## config.mk

```make
export PLATFORM = sky130hd
export DESIGN_NAME = wdc_watchdog_control
export DESIGN_NICKNAME = d
export VERILOG_FILES = /design/src/logic/wdc_pkg.sv /design/src/logic/wdc_watchdog_control.sv
export SDC_FILE = /design/constraint.sdc
export NUM_CORES = 1
export LEC_CHECK = 0
export ABC_AREA = 1
export BUFFER_PORTS_ARGS = -buffer_cell sky130_fd_sc_hd__buf_2
export CAP_MARGIN = 20
export CORE_MARGIN = 3
export CORE_UTILIZATION = 25
export DETAILED_ROUTE_END_ITERATION = 16
export SETUP_SLACK_MARGIN = 0.3
export SLEW_MARGIN = 20
export SYNTH_ARGS = -nofsm -noshare
export SYNTH_HDL_FRONTEND = slang
export SYNTH_SLANG_ARGS = --single-unit
```

## constraint.sdc

```tcl
create_clock -name mclk -period 5.25 [get_ports mclk]
set_clock_uncertainty 0.15 [all_clocks]
set_input_delay 0.2625 -clock mclk [delete_from_list [all_inputs] [get_ports mclk]]
set_output_delay 0.2625 -clock mclk [all_outputs]
set_load 0.05 [all_outputs]
```

## src/logic/wdc_pkg.sv

```systemverilog
package wdc_pkg;
   // ****************************************
   // register map
   // ****************************************
   localparam logic [3:0] WDC_CTRL_OFS = 4'h0;
   localparam logic [3:0] WDC_STAT_OFS = 4'h4;
   localparam logic [3:0] WDC_TOP_OFS = 4'h8;
   localparam int WDC_KEY_LSB = 16;
   localparam int WDC_ON_BIT = 15;
   localparam int WDC_RUN_LSB = 8;
   localparam int WDC_SLP_LSB = 1;
   localparam int WDC_WIN_BIT = 0;
   localparam logic [15:0] WDC_CLEAR_KEY = 16'h5743;
   localparam logic [31:0] WDC_TOP_RST = 32'h0000_0400;
   localparam logic [4:0] WDC_FIELD_RST = 5'h00;

   // ****************************************
   // types
   // ****************************************
   typedef struct packed {
      logic [3:0] adr;
      logic [31:0] dat;
      logic [3:0] sel;
      logic we;
      logic stb;
      logic cyc;
   } wdc_wb_req_t;

   typedef enum logic [1:0] {
      WDC_ST_OFF = 2'b00,
      WDC_ST_RUN = 2'b01,
      WDC_ST_FIRED = 2'b10
   } wdc_state_t;
endpackage

```

## src/logic/wdc_watchdog_control.sv

```systemverilog
// Overview of operation
// - only 16-bit key write 0x5743 restarts count
// - key field bits 31-16, write-only, reads zero
// - enable bit 15 runs or stops watchdog
// - force-enable fuse overrides software enable bit
// - bits 12-8 show run postscale fuse
// - bits 5-1 show sleep postscale fuse
// - bit 0 selects windowed mode, resets zero
// - bits 14-13 read zero, ignore writes
//
// Decided for this implementation: the register offsets and the Wishbone register port.
`timescale 1ns/1ps
`default_nettype none
module wdc_watchdog_control
   import wdc_pkg::*;
(
   input wire logic mclk,
   input wire logic sys_rst,
   input wire logic [3:0] wb_adr_i,
   input wire logic [31:0] wb_dat_i,
   input wire logic [3:0] wb_sel_i,
   input wire logic wb_we_i,
   input wire logic wb_stb_i,
   input wire logic wb_cyc_i,
   output logic [31:0] wb_dat_o,
   output logic wb_ack_o,
   output logic wb_err_o,
   input wire logic force_enable_fuse,
   input wire logic [4:0] run_postscale_fuse,
   input wire logic [4:0] sleep_postscale_fuse,
   output logic wdt_running,
   output logic window_active,
   output logic timeout_reset
);
   // ****************************************
   // fuse synchronisers and power-on capture
   // ****************************************
   logic [10:0] fuse_pin;
   wire [10:0] fuse_sync;
   logic [1:0] fill_q;
   logic load_done_q;
   logic [4:0] run_postscale_view_q;
   logic [4:0] sleep_postscale_view_q;

   assign fuse_pin = {force_enable_fuse, run_postscale_fuse,
                      sleep_postscale_fuse};

   // one two-stage synchroniser per fuse line
   for (genvar i = 0; i < 11; i++) begin : g_sync
      logic s1_q;
      logic s2_q;
      always_ff @(posedge mclk or posedge sys_rst) begin
         if (sys_rst) begin
            s1_q <= 1'b0;
            s2_q <= 1'b0;
         end else begin
            s1_q <= fuse_pin[i];
            s2_q <= s1_q;
         end
      end
      assign fuse_sync[i] = s2_q;
   end

   wire fuse_force = fuse_sync[10];

   // ****************************************
   // power-on capture of postscaler views
   // ****************************************
   // fill marks the synchroniser holding pin values
   always_ff @(posedge mclk or posedge sys_rst) begin
      if (sys_rst) begin
         fill_q <= 2'b00;
      end else begin
         fill_q <= {fill_q[0], 1'b1};
      end
   end

   // third edge after release: second stage is valid
   wire capture = fill_q[1] && !load_done_q;

   always_ff @(posedge mclk or posedge sys_rst) begin
      if (sys_rst) begin
         load_done_q <= 1'b0;
      end else if (capture) begin
         load_done_q <= 1'b1;
      end
   end

   always_ff @(posedge mclk or posedge sys_rst) begin
      if (sys_rst) begin
         run_postscale_view_q <= WDC_FIELD_RST;
         sleep_postscale_view_q <= WDC_FIELD_RST;
      end else if (capture) begin
         run_postscale_view_q <= fuse_sync[9:5];
         sleep_postscale_view_q <= fuse_sync[4:0];
      end
   end

   // ****************************************
   // wishbone decode
   // ****************************************
   // address match used by decode and read mux
   function automatic logic wdc_hit(input logic [3:0] adr,
                                    input logic [3:0] ofs);
      return adr == ofs;
   endfunction

   // byte lane enable of a write
   function automatic logic wdc_lane(input logic [3:0] sel,
                                     input int idx);
      return sel[idx];
   endfunction

   wdc_wb_req_t req;
   assign req = '{adr: wb_adr_i, dat: wb_dat_i, sel: wb_sel_i,
                  we: wb_we_i, stb: wb_stb_i, cyc: wb_cyc_i};

   logic ack_q;
   logic err_q;
   wire access = req.cyc && req.stb && !ack_q && !err_q;
   wire hit_ctrl = wdc_hit(req.adr, WDC_CTRL_OFS);
   wire hit_stat = wdc_hit(req.adr, WDC_STAT_OFS);
   wire hit_top = wdc_hit(req.adr, WDC_TOP_OFS);
   wire mapped = hit_ctrl || hit_stat || hit_top;
   wire wr_ctrl = access && req.we && hit_ctrl;
   wire wr_top = access && req.we && hit_top;
   wire wr_stat = access && req.we && hit_stat;

   // exactly the upper half-word lanes with the key
   wire key_hit = wr_ctrl && req.sel == 4'hC &&
                  req.dat[31:16] == WDC_CLEAR_KEY;
   wire lo_hi_lane = wr_ctrl && wdc_lane(req.sel, 1);
   wire lo_lo_lane = wr_ctrl && wdc_lane(req.sel, 0);
   wire flag_clear = wr_stat && wdc_lane(req.sel, 0) && req.dat[0];

   // ****************************************
   // control register
   // ****************************************
   logic sw_on_q;
   logic window_mode_enable_q;
   logic [31:0] timeout_top_q;

   always_ff @(posedge mclk or posedge sys_rst) begin
      if (sys_rst) begin
         sw_on_q <= 1'b0;
      end else if (lo_hi_lane) begin
         sw_on_q <= req.dat[WDC_ON_BIT];
      end
   end

   always_ff @(posedge mclk or posedge sys_rst) begin
      if (sys_rst) begin
         window_mode_enable_q <= 1'b0;
      end else if (lo_lo_lane) begin
         window_mode_enable_q <= req.dat[WDC_WIN_BIT];
      end
   end

   always_ff @(posedge mclk or posedge sys_rst) begin
      if (sys_rst) begin
         timeout_top_q <= WDC_TOP_RST;
      end else if (wr_top) begin
         timeout_top_q <= req.dat;
      end
   end

   wire wdt_enable = fuse_force | sw_on_q;

   // ****************************************
   // counter and timeout
   // ****************************************
   wdc_state_t state_q;
   wdc_state_t state_d;
   logic [31:0] count_q;
   logic timeout_flag_q;
   wire expired = count_q >= timeout_top_q;
   wire half_top = count_q < {1'b0, timeout_top_q[31:1]};
   // clearing early in window mode is a fault
   wire early_clear = key_hit && window_mode_enable_q && half_top;

   always_comb begin
      state_d = state_q;
      case (state_q)
         WDC_ST_OFF: begin
            if (wdt_enable && load_done_q) begin
               state_d = WDC_ST_RUN;
            end
         end
         WDC_ST_RUN: begin
            if (!wdt_enable) begin
               state_d = WDC_ST_OFF;
            end else if (early_clear || (expired && !key_hit)) begin
               state_d = WDC_ST_FIRED;
            end
         end
         WDC_ST_FIRED: begin
            state_d = WDC_ST_FIRED;
         end
         default: begin
            state_d = WDC_ST_OFF;
         end
      endcase
   end

   // ****************************************
   // state and count registers
   // ****************************************
   always_ff @(posedge mclk or posedge sys_rst) begin
      if (sys_rst) begin
         state_q <= WDC_ST_OFF;
      end else begin
         state_q <= state_d;
      end
   end

   always_ff @(posedge mclk or posedge sys_rst) begin
      if (sys_rst) begin
         count_q <= '0;
      end else if (state_q != WDC_ST_RUN || key_hit) begin
         count_q <= '0;
      end else begin
         count_q <= count_q + 32'h0000_0001;
      end
   end

   // sticky flag: set wins over software clear
   wire fire = state_q == WDC_ST_RUN && state_d == WDC_ST_FIRED;
   always_ff @(posedge mclk or posedge sys_rst) begin
      if (sys_rst) begin
         timeout_flag_q <= 1'b0;
      end else if (fire) begin
         timeout_flag_q <= 1'b1;
      end else if (flag_clear) begin
         timeout_flag_q <= 1'b0;
      end
   end

   // ****************************************
   // read data and outputs
   // ****************************************
   wire [31:0] ctrl_view = {16'h0000, sw_on_q, 2'b00,
                            run_postscale_view_q, 2'b00,
                            sleep_postscale_view_q,
                            window_mode_enable_q};
   wire [31:0] stat_view = {29'h0000_0000, wdt_enable,
                            state_q == WDC_ST_RUN, timeout_flag_q};
   wire [31:0] rd_mux = hit_ctrl ? ctrl_view :
                        hit_stat ? stat_view :
                        hit_top ? timeout_top_q : 32'h0000_0000;

   // ****************************************
   // registered outputs
   // ****************************************
   always_ff @(posedge mclk or posedge sys_rst) begin
      if (sys_rst) begin
         ack_q <= 1'b0;
      end else begin
         ack_q <= access && mapped;
      end
   end

   always_ff @(posedge mclk or posedge sys_rst) begin
      if (sys_rst) begin
         err_q <= 1'b0;
      end else begin
         err_q <= access && !mapped;
      end
   end

   always_ff @(posedge mclk or posedge sys_rst) begin
      if (sys_rst) begin
         wb_dat_o <= '0;
      end else begin
         wb_dat_o <= (access && !req.we) ? rd_mux : 32'h0000_0000;
      end
   end

   always_ff @(posedge mclk or posedge sys_rst) begin
      if (sys_rst) begin
         wdt_running <= 1'b0;
      end else begin
         wdt_running <= state_d == WDC_ST_RUN;
      end
   end

   always_ff @(posedge mclk or posedge sys_rst) begin
      if (sys_rst) begin
         window_active <= 1'b0;
      end else begin
         window_active <= window_mode_enable_q;
      end
   end

   always_ff @(posedge mclk or posedge sys_rst) begin
      if (sys_rst) begin
         timeout_reset <= 1'b0;
      end else begin
         timeout_reset <= state_d == WDC_ST_FIRED;
      end
   end

   assign wb_ack_o = ack_q;
   assign wb_err_o = err_q;
endmodule
`default_nettype wire

```

==> results.md <==
- Yosys warning count: 0
- Place WS: 2440 ps
- Type of the worst setup path: input pin to flip-flop
- Register area share after synthesis: 0.498
- Fin area: 9030 sq um
- Share of cells above drive strength 1: 0.165
- Via density: 4.36
- Nets: 1061
- Unrepaired setup endpoints after global routing: no
- Synth area leaders: dfrtp_1 (49%), ha_1 (11%), nand2_1 (7.8%), a21oi_1 (5.4%), nor2_1 (5.0%)
- Area grow syn2layout: 27.6%
- Initial antenna violation count: 0
- Syn Nets: 913
- WHS Path Cells: 3
- CP required: 5420 ps
- Placed Instances: 1244
- DRT Pass-1 Iters: 5
- WHS Endpoint: timeout_top_q[15]
- Vias in the first global route: 5759
- Worst r2r dst: window_mode_enable_q
- Crit. Startpoint: wb_adr_i[0]
- Die X: 174 um
- TritonCTS clock tree: yes
- Clock Tree Root: clkbuf_16
- Reg2reg setup slack: 3040 ps
- Count of input and output buffers: 92
- Worst EP arrival: 2920 ps
- GR Overflow Total: 0
- Most frequent cells in the layout: nand2_1 (146), dfrtp_1 (140), nor2_1 (94)
- CTS buffer count: 17
- Antenna diode count: 0
- All-layer global routing usage: 0.119
- First-pass GRT wire length: 29200 um
- Hold Crit Start: wb_dat_i[15]
- Residual DRC: 0
- Max clock buf depth: 2
- Placed inst area: 7960 sq um
- Footprint of the multi-input gates: 3130 sq um
- Mean Syn Cell Area: 8.92 sq um
- Gate Count Post-Synth: 794
- Max-cap violations: 0
- Finished Layout Cells: 1326
- CTS resizes: 0
- CP Max Fanout: 20
- Core Util, Final: 0.330
- Largest net degree at the start of global routing: 91
- Post-synth top area share: 0.495
- Final ANT Viol Nets: 0
- I/O pin cnt: 93
- Setup TNS: 0 ps
- H-tree depth: 4
- Post-layout min period: 2750 ps
- Crit. End Element: flip-flop
- CP Launch Type: input pin
- Post-synthesis cell type count: 32
- Die Area: 30400 sq um
- Routability cong.: 0.886
- Cell taking the most area after synthesis: dfrtp_1
- Final setup fails: 0
- Sequential Area: 3530 sq um
- Worst slew pin tran: 968 ps
- Fillers: 2791
- Initial Utilization: 0.258
- Fmax: 364 MHz
- Normalized max-slew margin: 0.352
- Starting DRC count in detailed routing: 445
- Final count of hold timing violations: 0
- Status: finished clean
- VDD IR max: 0.000238 V
- Power density cells: 302 nW/um^2
- RR Startpoint: wb_ack_o
- Most common cell after layout, fill and taps aside: nand2_1
- Row count: 60
- FF-to-FF path depth: 8
- Sink Count: 141
- Detail Placement HPWL: 12700 um
- Post-Route WL: 17300 um
- #FFs+latches synth: 141
- Height of the die: 174 um
- Hold WC Path Type: input pin to flip-flop
- Post-synthesis cell area: 7080 sq um
- Max-slew violation count: 0
- Final worst-path cycle share: 0.524
- Vias post-DR: 5784
- Clk_lat worst skew: 430 ps
- Reg clk slew, reported paths: 60 ps
- Final worst slack: 2500 ps
- Per-cell routed wire length: 13.1 um
- CORE AREA: 27400 sq um
- Leakage Power: 4.55 nW
[area by class of cell]
type	instances	share of cell area
sequential	141	0.391
tap	372	0.0515
inverter	95	0.0400
clock buffer	18	0.0486
clock inverter	13	0.0132
multi-input combinational	542	0.347
timing repair buffer	145	0.109
[kinds of logic (layout without fill, tap and decap cells)]
logic type	after synthesis	count (layout)	synth area share
xor gates and xnor gates	14	14	0.0173
DFF	141	141	0.498
AOI/OAI and AO/OA	113	113	0.0832
other	1	1	0.000530
buffers and inverters	111	271	0.0601
and+or+nand+nor	341	341	0.213
adders and majority gates	63	63	0.111
muxes	10	10	0.0159
[what timing repair did]
| action | in CTS | in global routing |
|---|---|---|
| hold buffers | 51 | 0 |
| setup buffers | 0 | 0 |
| hold endpoints to repair | 135 | 0 |
[where the power goes]
part / switching (W) / internal [W] / total [W]
logic: 0.000225 / 0.000135 / 0.000360
clock network: 0.000492 / 0.000662 / 0.00115
registers: 0.0000451 / 0.00117 / 0.00122
total: 0.000762 / 0.00197 / 0.00273
[flip-flops by register name, indices dropped and copies added (netlist names), 2 cells and up]
signal,flops
g_sync.s2_q,10
fill_q,2
sleep_postscale_view_q,5
timeout_top_q,32
count_q,32
g_sync.s1_q,11
state_q,2
wb_dat_o,32
run_postscale_view_q,5
[critical path, stage by stage]
cell and delay (ps):
dlygate4sd3_1 540, buf_2 130, nor2_1 100, nand2_1 120
nor2_1 750, inv_1 660, nor3_1 350
[worst max path at each step]
stage,to,slack (ps)
6_report,wb_dat_o[6],2500
5_1_grt,wb_dat_o[6],2200
4_1_cts,timeout_top_q[21],2320
3_5_place_dp,timeout_top_q[21],2440
3_3_place_gp,timeout_top_q[28],2510
2_1_floorplan,count_q[0],1060
[metal layers]
layer | track usage | share of wire | up-vias
met3 | 0.0312 | 0.049 | 16
met1 | 0.162 | 0.49 | 2716
li1 | - | - | 2914
met2 | 0.186 | 0.44 | 138
met4 | 0.0369 | 0.016 | 0
met5 | 0 | 0 | -
[synthesized netlist by cell type]
cell type / number
a21o_1: 2
a21oi_1: 76
a221oi_1: 1
a31oi_1: 3
buf_2: 1
buf_4: 2
clkbuf_1: 13
conb_1: 1
dfrtp_1: 140
dfstp_2: 1
ha_1: 63
inv_1: 93
inv_2: 2
mux2_2: 10
nand2_1: 147
nand2_2: 4
nand3_1: 20
nand4_1: 14
nor2_1: 94
nor2_2: 3
nor2_4: 3
nor3_1: 42
nor3_2: 2
nor3_4: 2
nor4_1: 7
nor4_4: 1
o21a_1: 3
o21ai_0: 27
o41ai_1: 1
or2_2: 2
xnor2_1: 5
xor2_1: 9
[stage by stage]
stage | hold WS [ps] | power (W)
2_1_floorplan | 144 | 0.00147
3_3_place_gp | 183 | 0.00156
3_5_place_dp | 185 | 0.00157
4_1_cts | 3.90 | 0.00276
5_1_grt | 7.63 | 0.00287
6_report | 18.8 | 0.00273
Power figures use the tool's default switching activity.
